File: src/inc/temp_regs_pkg.sv
package temp_regs_pkg;

  // ------------------------------------------------------------
  // register addresses (3-bit field of the command byte)
  // ------------------------------------------------------------
  localparam logic [2:0] ADDR_STATUS = 3'h0;
  localparam logic [2:0] ADDR_CONFIG = 3'h1;
  localparam logic [2:0] ADDR_TEMP   = 3'h2;
  localparam logic [2:0] ADDR_IDENT  = 3'h3;
  localparam logic [2:0] ADDR_CRIT   = 3'h4;
  localparam logic [2:0] ADDR_HYST   = 3'h5;
  localparam logic [2:0] ADDR_HIGH   = 3'h6;
  localparam logic [2:0] ADDR_LOW    = 3'h7;

  // ------------------------------------------------------------
  // reset values
  // ------------------------------------------------------------
  localparam logic [15:0] TEMP_RST   = 16'h0000;
  localparam logic [7:0]  CONFIG_RST = 8'h00;
  localparam logic [15:0] CRIT_RST   = 16'h4980;
  localparam logic [7:0]  HYST_RST   = 8'h05;
  localparam logic [15:0] HIGH_RST   = 16'h2000;
  localparam logic [15:0] LOW_RST    = 16'h0500;

  // ------------------------------------------------------------
  // field positions
  // ------------------------------------------------------------
  localparam int CFG_QUEUE_LSB = 0;  // fault queue code [1:0]
  localparam int CFG_CT_POL    = 2;  // critical pin polarity
  localparam int CFG_INT_POL   = 3;  // limit pin polarity
  localparam int CFG_CMP_MODE  = 4;  // 1 = comparator, 0 = interrupt
  localparam int CFG_OP_LSB    = 5;  // operation mode [6:5]
  localparam int CFG_RES16     = 7;  // 1 = 16-bit result
  localparam logic [1:0] OP_SHUTDOWN = 2'h3;
  localparam int FLAG_BITS     = 3;  // result bits used as flags
  localparam int HYST_BITS     = 4;  // used bits of hysteresis
  localparam int HYST_SHIFT    = 7;  // one degree = 128 lsb
  localparam int STAT_FLAG_LSB = 4;  // status flags [6:4]
  localparam int STAT_RDY      = 7;

  // limit index: also the flag position in the result word
  localparam int LIM_LOW  = 0;
  localparam int LIM_HIGH = 1;
  localparam int LIM_CRIT = 2;

endpackage

File: src/core/limit_check.sv
`timescale 1ns/1ps
`default_nettype none

module limit_check (
  input  wire logic signed [15:0] temp,     // compared temperature
  input  wire logic signed [15:0] limit,    // limit word
  input  wire logic [3:0]         hyst,     // hysteresis, whole degrees
  input  wire logic               upper,    // 1 = over limit, 0 = under
  output logic                    beyond,   // past the limit
  output logic                    released  // back past the hysteresis point
);

  logic signed [16:0] thr;
  logic signed [16:0] hyst_w;
  logic signed [16:0] t17;

  // ------------------------------------------------------------
  // threshold arithmetic in 17 bits so no limit can wrap
  // ------------------------------------------------------------
  always_comb
  begin
    hyst_w = 17'(signed'({1'b0, hyst, 7'h00}));
    t17    = 17'(temp);
    thr    = upper ? 17'(limit) - hyst_w : 17'(limit) + hyst_w;
    beyond = upper ? (temp > limit) : (temp < limit);
    released = upper ? (t17 < thr) : (t17 > thr);
  end

endmodule // limit_check

`default_nettype wire

File: src/core/fault_queue.sv
`timescale 1ns/1ps
`default_nettype none

module fault_queue #(
  parameter int W = 2                 // width of the queue code
) (
  input  wire logic         clk,      // system clock
  input  wire logic         rst_n,    // synchronised reset, active low
  input  wire logic         sample,   // one conversion result arrives
  input  wire logic         fault,    // this result is past the limit
  input  wire logic [W-1:0] need,     // code: faults needed minus one
  output logic              trip      // queue full on this sample
);

  typedef struct packed {
    logic [W-1:0] cnt;
  } q_state_t;

  q_state_t s_reg;
  q_state_t s_next;

  // refused at elaboration: the counter must be one to eight bits
  if (W < 1 || W > 8)
  begin : g_bad_w
    $error("fault_queue: W out of range");
  end

  // ------------------------------------------------------------
  // count earlier consecutive faults, saturating at the top code
  // ------------------------------------------------------------
  always_comb
  begin
    s_next = s_reg;
    trip   = sample && fault && (s_reg.cnt >= need);
    if (sample)
    begin
      if (!fault)
        s_next.cnt = '0;
      else if (s_reg.cnt != {W{1'b1}})
        s_next.cnt = s_reg.cnt + W'(1);
    end
  end

  always_ff @(posedge clk or negedge rst_n)
  begin
    if (!rst_n)
      s_reg <= '0;
    else
      s_reg <= s_next;
  end

endmodule // fault_queue

`default_nettype wire

File: src/core/temp_regs.sv
`timescale 1ns/1ps
`default_nettype none

// Notes on behaviour
// - result register at 0x02, signed 16 bits
// - 13-bit mode: low bits flag crit/high/low
// - 16-bit mode: low bits extend the value
// - sign bit 15, value below, resets zero
// - identity register at 0x03, maker and revision
// - critical limit at 0x04 drives critical output
// - critical limit read/write, resets to 0x4980
// - hysteresis at 0x05, four low bits used
// - release points: limit minus/plus hysteresis
// - hysteresis resets to five degrees
// - high limit at 0x06 raises limit alarm
// - high limit read/write, resets to 0x2000
// - low limit at 0x07 raises limit alarm
// - low limit read/write, resets to 0x0500
// - configuration bit 7 selects 13/16-bit result
// - fault queue: one to four consecutive faults
// - comparator mode clears past hysteresis point
// - interrupt mode clears on any register read

module temp_regs #(
  parameter logic [4:0] MAKER_CODE = 5'h0A,  // arbitrary value
  parameter logic [2:0] REV_CODE   = 3'h1,   // arbitrary value
  parameter int         QUEUE_W    = 2       // fault queue code width
) (
  input  wire logic        clk,                    // 10 MHz clock
  input  wire logic        rst_n,                  // async reset, active low
  input  wire logic        reg_wr,                 // register write strobe
  input  wire logic        reg_rd,                 // register read strobe
  input  wire logic [2:0]  reg_addr,               // register address
  input  wire logic [15:0] reg_wdata,              // write data
  input  wire logic        conv_valid,             // new conversion result
  input  wire logic [15:0] conv_data,              // converter result word
  output logic [15:0]      reg_rdata,              // read data
  output logic             reg_rvalid,             // read data valid
  output logic             critical_alarm_output,  // critical pin level
  output logic             limit_alarm_output      // limit alarm pin level
);

  // ------------------------------------------------------------
  // state
  // ------------------------------------------------------------
  // every register, flag and pin level but the fault queue counts lives
  // in one word so that one process decides that next state; this keeps the order
  // of clears and sets in a single place where it can be read
  typedef struct packed {
    logic [15:0] temp;
    logic [7:0]  cfg;
    logic [15:0] crit;
    logic [7:0]  hyst;
    logic [15:0] high;
    logic [15:0] low;
    logic [2:0]  flags;     // status flags per limit, cleared on status read or release
    logic        rdy;       // high while no unread result
    logic [2:0]  excur;     // temperature is in an excursion
    logic [2:0]  alarm;     // alarm state per limit
    logic        crit_pin;
    logic        limit_pin;
    logic [15:0] rdata;
    logic        rvalid;
  } regs_state_t;

  regs_state_t s_reg;
  regs_state_t s_next;

  logic [1:0]        rst_sync;
  logic              rst_int_n;
  logic signed [15:0] cmp_temp;
  logic [2:0]        beyond;
  logic [2:0]        released;
  logic [2:0]        trip;
  logic              res16;
  logic              cmp_mode;
  logic              shutdown;
  logic [QUEUE_W-1:0] need;

  // refused at elaboration: a one-bit code cannot count four faults
  if (QUEUE_W < 2)
  begin : g_bad_queue_w
    $error("temp_regs: QUEUE_W must hold four fault counts");
  end

  // ------------------------------------------------------------
  // reset release through two flops
  // ------------------------------------------------------------
  always_ff @(posedge clk or negedge rst_n)
  begin
    if (!rst_n)
      rst_sync <= 2'h0;
    else
      rst_sync <= {rst_sync[0], 1'b1};
  end

  assign rst_int_n = rst_sync[1];

  // ------------------------------------------------------------
  // helpers
  // ------------------------------------------------------------
  // limit word for a given limit index
  function automatic logic [15:0] lim_of(input int idx, input regs_state_t s);
    begin
      unique case (idx)
        temp_regs_pkg::LIM_LOW:  lim_of = s.low;
        temp_regs_pkg::LIM_HIGH: lim_of = s.high;
        default:                 lim_of = s.crit;
      endcase
    end
  endfunction

  // pin level from alarm state and polarity bit (0 = active low)
  function automatic logic pin_level(input logic act, input logic pol);
    begin
      pin_level = act ? pol : ~pol;
    end
  endfunction

  // ------------------------------------------------------------
  // configuration decode
  // ------------------------------------------------------------
  assign res16    = s_reg.cfg[temp_regs_pkg::CFG_RES16];
  assign cmp_mode = s_reg.cfg[temp_regs_pkg::CFG_CMP_MODE];
  assign shutdown = s_reg.cfg[temp_regs_pkg::CFG_OP_LSB +: 2]
                    == temp_regs_pkg::OP_SHUTDOWN;
  assign need     = QUEUE_W'(s_reg.cfg[temp_regs_pkg::CFG_QUEUE_LSB +: 2]);

  // compare the value being stored; in 13-bit mode the flag
  // positions are not temperature and must not move the compare
  assign cmp_temp = res16 ? conv_data
                  : {conv_data[15:3], 3'h0};

  // ------------------------------------------------------------
  // one compare and one fault queue per limit
  // ------------------------------------------------------------
  // the loop index doubles as the flag position in the result word,
  // so the low limit lands in bit 0 and the critical limit in bit 2;
  // the queues see the raw compare, the alarms only see their trips
  genvar gi;
  generate
    for (gi = 0; gi < 3; gi++)
    begin : g_lim
      limit_check u_chk (
        .temp     (cmp_temp),
        .limit    (lim_of(gi, s_reg)),
        .hyst     (s_reg.hyst[temp_regs_pkg::HYST_BITS-1:0]),
        .upper    (gi != temp_regs_pkg::LIM_LOW),
        .beyond   (beyond[gi]),
        .released (released[gi])
      );

      fault_queue #(
        .W (QUEUE_W)
      ) u_q (
        .clk    (clk),
        .rst_n  (rst_int_n),
        .sample (conv_valid),
        .fault  (beyond[gi]),
        .need   (need),
        .trip   (trip[gi])
      );
    end
  endgenerate

  // ------------------------------------------------------------
  // next state
  // ------------------------------------------------------------
  // order matters below: writes first, then read side effects,
  // then the shutdown clear, and last the new conversion result.
  // a later assignment wins, so a flag raised by a conversion in
  // the cycle of a status read survives the read; the price is
  // that such a read shows the flag as clear once more
  always_comb
  begin
    s_next        = s_reg;
    s_next.rvalid = reg_rd;

    // register writes; read-only addresses ignore the write
    if (reg_wr)
    begin
      unique case (reg_addr)
        temp_regs_pkg::ADDR_CONFIG: s_next.cfg  = reg_wdata[7:0];
        temp_regs_pkg::ADDR_CRIT:   s_next.crit = reg_wdata;
        temp_regs_pkg::ADDR_HYST:   s_next.hyst = reg_wdata[7:0];
        temp_regs_pkg::ADDR_HIGH:   s_next.high = reg_wdata;
        temp_regs_pkg::ADDR_LOW:    s_next.low  = reg_wdata;
        default:                    ;
      endcase
    end

    // register reads and their side effects
    if (reg_rd)
    begin
      unique case (reg_addr)
        temp_regs_pkg::ADDR_STATUS:
        begin
          s_next.rdata = {8'h00, s_reg.rdy, s_reg.flags, 4'h0};
          s_next.flags = 3'h0;
        end
        temp_regs_pkg::ADDR_CONFIG: s_next.rdata = {8'h00, s_reg.cfg};
        temp_regs_pkg::ADDR_TEMP:
        begin
          s_next.rdata = s_reg.temp;
          s_next.rdy   = 1'b1;
        end
        temp_regs_pkg::ADDR_IDENT:
          s_next.rdata = {8'h00, MAKER_CODE, REV_CODE};
        temp_regs_pkg::ADDR_CRIT:   s_next.rdata = s_reg.crit;
        temp_regs_pkg::ADDR_HYST:   s_next.rdata = {8'h00, s_reg.hyst};
        temp_regs_pkg::ADDR_HIGH:   s_next.rdata = s_reg.high;
        temp_regs_pkg::ADDR_LOW:    s_next.rdata = s_reg.low;
        default:                    s_next.rdata = 16'h0000;
      endcase
      // any read ends an interrupt-mode alarm
      if (!cmp_mode)
        s_next.alarm = 3'h0;
    end

    // shutdown drops interrupt-mode alarms, comparator keeps them
    if (shutdown && !cmp_mode)
      s_next.alarm = 3'h0;

    // a new result; sets come after the clears so an event
    // landing with a read or clear is never lost, except an interrupt-mode alarm in shutdown
    if (conv_valid)
    begin
      s_next.rdy = 1'b0;
      if (res16)
        s_next.temp = conv_data;
      else
        s_next.temp = {conv_data[15:3], beyond};
      for (int i = 0; i < 3; i++)
      begin
        if (released[i])
        begin
          s_next.excur[i] = 1'b0;
          s_next.flags[i] = 1'b0;
          if (cmp_mode)
            s_next.alarm[i] = 1'b0;
        end
        if (trip[i])
        begin
          s_next.flags[i] = 1'b1;
          s_next.excur[i] = 1'b1;
          // interrupt mode fires only on a fresh crossing
          if (cmp_mode || !s_reg.excur[i])
            s_next.alarm[i] = 1'b1;
          if (!cmp_mode && shutdown)
            s_next.alarm[i] = 1'b0;
        end
      end
    end

    // pins follow the alarm state with their polarity bits; the
    // next configuration is used so a polarity write moves the pin
    // in the same cycle as the register, with no stale level
    s_next.crit_pin  = pin_level(s_next.alarm[temp_regs_pkg::LIM_CRIT],
                                 s_next.cfg[temp_regs_pkg::CFG_CT_POL]);
    s_next.limit_pin = pin_level(s_next.alarm[temp_regs_pkg::LIM_HIGH]
                                 | s_next.alarm[temp_regs_pkg::LIM_LOW],
                                 s_next.cfg[temp_regs_pkg::CFG_INT_POL]);
  end

  // ------------------------------------------------------------
  // state register
  // ------------------------------------------------------------
  // only constants in the reset branch; the fault queues share the
  // same released reset so they cannot count across a reset edge
  always_ff @(posedge clk or negedge rst_int_n)
  begin
    if (!rst_int_n)
    begin
      s_reg           <= '0;
      s_reg.temp      <= temp_regs_pkg::TEMP_RST;
      s_reg.cfg       <= temp_regs_pkg::CONFIG_RST;
      s_reg.crit      <= temp_regs_pkg::CRIT_RST;
      s_reg.hyst      <= temp_regs_pkg::HYST_RST;
      s_reg.high      <= temp_regs_pkg::HIGH_RST;
      s_reg.low       <= temp_regs_pkg::LOW_RST;
      s_reg.rdy       <= 1'b1;
      // default polarity is active low: inactive pin sits high
      s_reg.crit_pin  <= 1'b1;
      s_reg.limit_pin <= 1'b1;
    end
    else
      s_reg <= s_next;
  end

  // ------------------------------------------------------------
  // outputs straight from the state register
  // ------------------------------------------------------------
  // no logic after the flops: the pins cannot glitch while the
  // compare inputs settle, at the cost of one cycle of latency
  assign reg_rdata             = s_reg.rdata;
  assign reg_rvalid            = s_reg.rvalid;
  assign critical_alarm_output = s_reg.crit_pin;
  assign limit_alarm_output    = s_reg.limit_pin;

endmodule // temp_regs

`default_nettype wire

File: config.mk
export PLATFORM = sky130hd
export DESIGN_NAME = temp_regs
export DESIGN_NICKNAME = d
export VERILOG_FILES = /design/src/inc/temp_regs_pkg.sv /design/src/core/limit_check.sv /design/src/core/fault_queue.sv /design/src/core/temp_regs.sv
export SDC_FILE = /design/constraint.sdc
export NUM_CORES = 1
export LEC_CHECK = 0
export ABC_AREA = 1
export BUFFER_PORTS_ARGS = -buffer_cell sky130_fd_sc_hd__buf_2
export CORE_MARGIN = 2
export CORE_UTILIZATION = 66
export DETAILED_ROUTE_END_ITERATION = 8
export HOLD_SLACK_MARGIN = 0.06
export PLACE_DENSITY_LB_ADDON = 0.1
export SLEW_MARGIN = 15
export SYNTH_ARGS = -nofsm -noshare
export SYNTH_HDL_FRONTEND = slang
export SYNTH_SLANG_ARGS = --single-unit
File: constraint.sdc
create_clock -name clk -period 9.1 [get_ports clk]
set_input_delay 0.91 -clock clk [delete_from_list [all_inputs] [get_ports clk]]
set_output_delay 0.91 -clock clk [all_outputs]
set_load 0.005 [all_outputs]
# == Word-level counts from Yosys, hierarchy flattened ==
# Index checks and enable logic that the tools add are counted.
# word_totals
reg_bits,117
in_bits,40
word_cells,136
# classes
n_addsub,6
magnitude_cmp,9
n_eq_ne,14
mux,51
bitwise,3
n_reduce_logical,32
# ops
cell,count
one-hot mux 16 bit (8 select lines),1
two-way mux 60 bit,1
two-way mux 16 bit,3
less-than comparator 16 x 17 -> 1 bit,2
subtractor 16 x 12 -> 17 bit,2
greater-than comparator 16 bit,2
two-way mux 1 bit,30
AND reduction 2 bit,12
two-way mux 3 bit,6
adder 16 x 12 -> 17 bit,1
greater-than comparator 16 x 17 -> 1 bit,1
less-than comparator 16 bit,1
"== test 3 bit, second input constant",4
two-way mux 2 bit,6
"inequality test 2 bit, second input constant",6
two-way mux 10 bit,1
nonzero test 2 bit,5
two-way mux 4 bit,2
two-way mux 8 bit,1
logical AND 1 bit,7
"adder 2 x 1 -> 2 bit, second input constant",3
"== test 3 x 2 -> 1 bit, second input constant",2
>= comparator 2 bit,3
logical NOT 1 bit,4
other kinds (6),9

# == Depth between registers and ports, before layout ==
# Gate-level depths: netlist (run 1).
# depth
ltp_word,11
ltp_mapped,27
depth_no_buf,27

# == Cells and area by module ==
# A second synthesis (run 1) with hierarchy kept.
# hier_totals
hier_cells,1373
area_unflattened_um2,9806.9
# modules_own_cells
mod,instances,cells_each,area_each_um2,seq_area_each_um2
temp_regs,1,616,5159.9,2792.7
limit_check at g_lim[0].u_chk ...,2,223,1373.8,0.0
limit_check at g_lim[1].u_chk,1,236,1400.1,0.0
fault_queue,3,25,166.4,50.0

# == Worst setup path after synthesis (run 1) ==
# Ideal clock, no wire load.
# synth_path
path_kind,register to register
start,register s_reg[61] (netlist name)
end,register s_reg (netlist bit critical_alarm_output)
setup_time_ps,76
arrival_time_ps,3150
slack_ps,5874
path_stages_with_launch,27
n_path_buf,0
cell_sequence,dfstp_2 > ha_1 > inv_1 > fa_1 > nand2_1 > a21oi_1 > nor4_1 > nand3_1 > xor2_1 > ha_1 > nand2_1 > nor2_2 > and2_4 > nand2_2 > nor2_2 > nor2_1 > nand2_1 > nand2_1 > nand2_1 > nor2_1 > nor2_2 > nand2_1 > nand2_1 > nand2_2 > nand2_2 > nand2_1 > nand2_1
# synth_lines
element,line_no,rtl
"end signal, assigned",temp_regs.sv:287,s_reg <= s_next;
"end, declared",temp_regs.sv:66,regs_state_t s_reg;

==> flow_summary.ini, run 1 <==
[final_layout]
drive_above_1_share_pct = 11.7
final_util_pct = 75.5
layout_commonest_cell = nand2_1
area_growth_pct = 11.4
largest_reg_flops = 86
final_cell_mix = nand2_1 (283), inv_1 (158), dfrtp_1 (104)
diodes = 0
fin_nets = 1249

[pwr]
pwr-share-clk_pct = 31.0
p_seq_share_pct = 33.2
peakVddDrop_mv = 0.166
p_sw_mw = 0.854
p_sw_share_pct = 38.2
power_density_nw_per_um2 = 245
p_int_mw = 1.38
p_leak_nw = 4.81
combPwrFrac_pct = 35.8

[place]
port_buffers = 58
dp_slack_ps = 5440
dp_hpwl_um = 17600
place_congestion = 1.00

[drt]
ant_nets = 0
met3WireLength_um = 2090
drc_errors = 0
via_per_inst = 5.84
first_pass_iters = 5
dr.max_layer_used = met4
wire_per_inst_um = 18.1
drtIter0Drc = 708
met1Wirelength_um = 10500
num_vias = 7524
wl_met2_um = 10000
wl_um = 23400

[logic_synthesis]
avgSynthCellArea_um2 = 7.69
netlist_area_um2 = 8180
synth_ff_type = dfrtp_1
synthCells = 1064
synth_seq_area_share_pct = 36.0
synth_top_cell_area_share_pct = 32.1
synth_edf_count = 0
yosys_warnings = 0
yosysUniqueCellTypes = 46
synth_nets = 1206
synth_area_leader_cell = dfrtp_1
ys_top_cells_by_area = dfrtp_1 (32%), ha_1 (15%), nand2_1 (13%)
async_flop_share_pct = 100
synth_seq_cells = 117

[timing]
max_freq_ghz = 0.268
post-route-period-util_pct = 41.0
rsz0062_at_grt = false
hold_viol_final = 0
setup_ws_ps = 5370
skew_ps = 10.3
setup_tns_ps = 0
relSlewSlack_pct = 29.7
setup_viol = 0
timing.final.max_slew_violations = 0
worst-slew-pin-transition_ps = 1050
period_needed_ps = 3730

[floorplanning]
fp.coreArea_um2 = 12100
initial_utilization_pct = 67.8
die-width_um = 115
die_h_um = 115
die_area_um2 = 13300
rows = 40
io_pins = 59

[cts]
cts.clk_slew.worst_paths_ps = 60
ctsHtreeMaxLevel = 4
clock_latency_ps = 430
clock-sinks = 117
cts.repair.resized = 0
clock_path_buffers = 2
cts_buffers = 17
cts_root_buf = clkbuf_16
cts_setup_buffers = 0
cts_tree = done
cts.hold.buffers_added = 0

[worst_setup_path]
crit_type = reg -> reg
critPathMaxFanout = 4
worstSetupStartpointType = flip-flop
worstPathRequired_ps = 9470
cp_slowest_stage_delay_ps = 550
cp.arrival_ps = 4100
cpMaxStageDelayCell = dfstp_2
path_buf_inv = 1
cpMostUsedCell = nand2_1
critPathTopFamily = simple AND/OR/NAND/NOR gates
rrSetupSlack_ps = 5370
worstSetupEndpointType = flip-flop

[grt]
antenna_found_initial = 0
grt_max_degree = 61
track_usage_pct = 37.1
grt_pass1_wl_um = 36900
grt-ovfl-total = 0
grt_pass1_vias = 7006

[worst_hold_path]
min_path_type = in -> async

[run]
max_cap_violations = 0

[outcome]
status = complete, no violations
==> per-layer routing <==
| metal | GRT usage (%) | up-vias |
|---|---|---|
| met2 | 55.0 | 377 |
| met3 | 8.43 | 57 |
| met4 | 14.1 | 0 |
| li1 | - | 3575 |
| met1 | 53.1 | 3515 |
| met5 | 0 | - |
==> area by class of cell <==
| type | count | area (µm²) |
|---|---|---|
| tap | 168 | 210 |
| inverter | 160 | 601 |
| multi-input combinational | 750 | 4430 |
| clock buffer | 18 | 439 |
| sequential | 117 | 2950 |
| fill | 954 | 2950 |
| clock inverter | 14 | 176 |
| timing repair buffer | 61 | 313 |
==> per-stage QoR <==
step / cell area (µm²) / power, mW / hold slack, ps / cells
floorplan: 8180 / 1.30 / 331 / 1064
global route: 9110 / 2.39 / 249 / 1288
finish: 9110 / 2.24 / 256 / 1288
detailed placement: 8500 / 1.52 / 336 / 1256
CTS: 9110 / 2.22 / 249 / 1288
global placement: 8500 / 1.49 / 336 / 1256
==> synth_stat cells (3+ instances only) <==
cell type / instances
nand2_1: 283
inv_1: 158
dfrtp_1: 105
o21ai_0: 102
ha_1: 99
nor2_1: 58
a21oi_1: 48
nand3_1: 32
o22ai_1: 19
clkbuf_1: 18
xor2_1: 18
buf_4: 16
a221oi_1: 12
dfstp_2: 12
nand4_1: 8
o21ai_1: 8
nand2_2: 6
nand3_2: 5
a21o_1: 4
nor3_1: 4
nor4_1: 4
a21oi_2: 3
fa_1: 3
nor2_2: 3
nor3_2: 3
o21a_1: 3
o31ai_1: 3
xnor2_1: 3
==> power groups by stage <==
stage / clock [mW] / sequential [mW] / combinational, mW
floorplan: 0 / 0.709 / 0.588
global placement: 0 / 0.739 / 0.756
detailed placement: 0 / 0.741 / 0.774
CTS: 0.696 / 0.736 / 0.788
global route: 0.719 / 0.754 / 0.915
finish: 0.694 / 0.741 / 0.800
==> cells by family (layout without fill, tap and decap cells) <==
kind of cell	after synthesis	in the layout	share of synthesized area [%]
other	1	1	0.0458
adders and majority gates	102	102	15.9
DFF	117	117	36.0
and+or+nand+nor	411	411	21.0
AOI/OAI and AO/OA	215	215	14.9
buffers and inverters	197	253	9.90
xor gates and xnor gates	21	21	2.25
==> worst paths after layout <==
path	from	to	cells past startpoint
worst max-delay path	s_reg[63]	critical_alarm_output	26
worst min-delay path	rst_n	rst_sync[1]	1
worst max register to register	s_reg[63]	critical_alarm_output	26
worst min register to register	rst_sync[0]	rst_sync[1]	0
max in group asynchronous	rst_sync[1]	reg_rdata[10]	1
min in group clk	rst_sync[0]	rst_sync[1]	0
Note: power is estimated with default switching activity, not from simulation.
==> run 2: changes to the inputs <==
--- a/config.mk
+++ b/config.mk
@@ -8,7 +8,7 @@
 export ABC_AREA = 1
 export BUFFER_PORTS_ARGS = -buffer_cell sky130_fd_sc_hd__buf_2
 export CORE_MARGIN = 2
-export CORE_UTILIZATION = 66
+export CORE_UTILIZATION = 62
 export DETAILED_ROUTE_END_ITERATION = 8
 export HOLD_SLACK_MARGIN = 0.06
 export PLACE_DENSITY_LB_ADDON = 0.1
==> constraint.sdc (replaced) <==
create_clock -name clk -period 3.6 [get_ports clk]
set_input_delay 0.36 -clock clk [delete_from_list [all_inputs] [get_ports clk]]
set_output_delay 0.36 -clock clk [all_outputs]
set_load 0.005 [all_outputs]
==> run 2 against run 1 <==
Against the previous run:
- final cell count up 1.4%
- hold slack worse by 120 ps
- largest power group unchanged
- worst setup slack worse by 5300 ps
- via count down 0.92%
- total power increased to 2.6 times the previous value
- first-iteration DRC count is 6.6% lower
- clock skew down 3.2 ps
- clock-buffer cell count rose by 3
- register-to-register slack lost 5300 ps
- wire length up 0.92%
- sequential power grew to 2.5 times the previous value
- critical path depth down 3
==> flow_summary.ini, run 2 (synthesized netlist as in run 1, its figures left out) <==
[worst_setup_path]
cpMaxStageDelayCell = dfstp_2
worstSetupStartpointType = flip-flop
worstPathRequired_ps = 3960
crit_chain = buf_4 -> ha_4 -> inv_1 -> fa_2 -> nand2_1 -> a21oi_1 -> nor4_2 -> nand3_1 -> xor2_1 -> ha_1 -> nand2_2 -> nor2_2 -> nand2_1 -> inv_1 -> nand2_1 -> nand3b_1 -> nand3_1 -> nand2_1 -> nand2_1 -> a21oi_2 -> nand2_1 -> nand2_1 -> nand2_1
cpMostUsedCell = nand2_1
cp_slowest_stage_delay_ps = 570
r2r_cells = 23
cp.arrival_ps = 3850
critPathMaxFanout = 3
crit_type = reg -> reg
worstSetupEndpointType = flip-flop

[grt]
track_usage_pct = 34.4
grt_pass1_wl_um = 36900
grt_pass1_vias = 7024
antenna_found_initial = 0
grt-ovfl-total = 0
grt_max_degree = 71

[place]
place_congestion = 0.985
dp_cells = 1268
dp_hpwl_um = 17700
dp_slack_ps = 56.9
port_buffers = 58

[timing]
hold_viol_final = 0
relSlewSlack_pct = 32.7
post-route-period-util_pct = 96.8
worst-slew-pin-transition_ps = 1010
rsz0062_at_grt = true
timing.final.max_slew_violations = 0
skew_ps = 7.04
max_freq_ghz = 0.287
setup_ws_ps = 114
period_needed_ps = 3490
setup_viol = 0
setup_tns_ps = 0

[drt]
first_pass_iters = 5
drtIter0Drc = 661
via_per_inst = 5.71
wire_per_inst_um = 18.1
num_vias = 7455
wl_um = 23600
ant_nets = 0
drc_errors = 0

[final_layout]
final_cell_mix = nand2_1 (276), inv_1 (157), dfrtp_1 (104)
drive_above_1_share_pct = 15.0
fin_nets = 1263
diodes = 0
largest_reg_flops = 86
final_cells = 1306
layout_commonest_cell = nand2_1
area_growth_pct = 14.3

[floorplanning]
fp.coreArea_um2 = 12800
io_pins = 59
die_area_um2 = 14100
die_h_um = 119
initial_utilization_pct = 64.0
rows = 41
die-width_um = 119

[worst_hold_path]
min_path_type = in -> reg
min_delay_path_depth = 1

[run]
max_cap_violations = 0

[cts]
ctsHtreeMaxLevel = 4
clock_latency_ps = 430
cts_tree = done
cts_root_buf = clkbuf_16
clock-sinks = 117
cts_buffers = 17
clock_path_buffers = 2
cts.clk_slew.worst_paths_ps = 60

[pwr]
combPwrFrac_pct = 37.1
p_int_mw = 3.60
power_density_nw_per_um2 = 621
p_sw_share_pct = 38.0
p_leak_nw = 4.90
peakVddDrop_mv = 0.462
pwr-share-clk_pct = 30.7
p_seq_share_pct = 32.2
finalPower_mw = 5.80
p_sw_mw = 2.21

[outcome]
status = complete, no violations
[run 2: cell count changes in the layout (fill, tap and decap cells not counted), moves of 6 or more]
cell and delta:
nand2_1 -7, nand2_2 +7, nor2_1 -6, nor2_2 +6, buf_4 +12
[run 2: what timing repair did]
item	4_1_cts	5_1_grt
hold endpoints to repair	2	0
gates resized for setup	0	32
setup buffers	0	5
setup endpoints to repair	0	9
hold buffers	1	0
[run 2: area by class of cell]
class                           count  area [µm²]
Multi-Input combinational cell    750        4530
Fill cell                         994        3430
Sequential cell                   117        2950
Inverter                          160         601
Clock buffer                       21         470
Timing Repair Buffer               75         433
Tap cell                          172         215
Clock inverter                     11         149
[run 2: power by group through the flow]
stage	clock, mW	sequential, mW	combinational [mW]
finish	1.78	1.87	2.15
global route	1.85	1.90	2.44
CTS	1.80	1.86	2.02
detailed placement	0	1.87	1.98
global placement	0	1.87	1.94
floorplan	0	1.79	1.49
[run 2: layer usage]
layer  wire length [µm]  up-vias  track usage [%]
li1                   -     3605                -
met1              10100     3435             46.3
met2              10400      354             52.3
met3               2270       61             9.87
met4                866        0             13.9
met5                  0        -                0
[run 2: per-stage QoR]
stage,util [%],hold WS [ps],cell area [µm²]
CTS,72.1,130,9200
global placement,67.1,146,8570
finish,73.2,140,9350
detailed placement,67.1,148,8570
global route,73.2,130,9350
floorplan,-,64.4,8180
[run 2: path summary, 6_finish.rpt]
check,end,startpoint,slack (ps)
setup reg to reg,limit_alarm_output,s_reg[61],110
setup / recovery,limit_alarm_output,s_reg[61],110
hold reg to reg,s_reg[90],rst_sync[1],350
hold / removal,reg_rvalid,reg_rd,140
min in group asynchronous,rst_sync[0],rst_n,240
max in group asynchronous,limit_alarm_output,rst_sync[1],2430
[run 2: worst max-delay path, delay by kind of cell, from the launching register on]
family / cells / cell delay (ps)
flip-flops: 1 / 570
AND/OR/NAND/NOR: 14 / 1390
buffers and inverters: 3 / 270
XOR/XNOR: 1 / 160
AO/OA/AOI/OAI: 2 / 240
adder cells (fa/ha/maj): 3 / 780
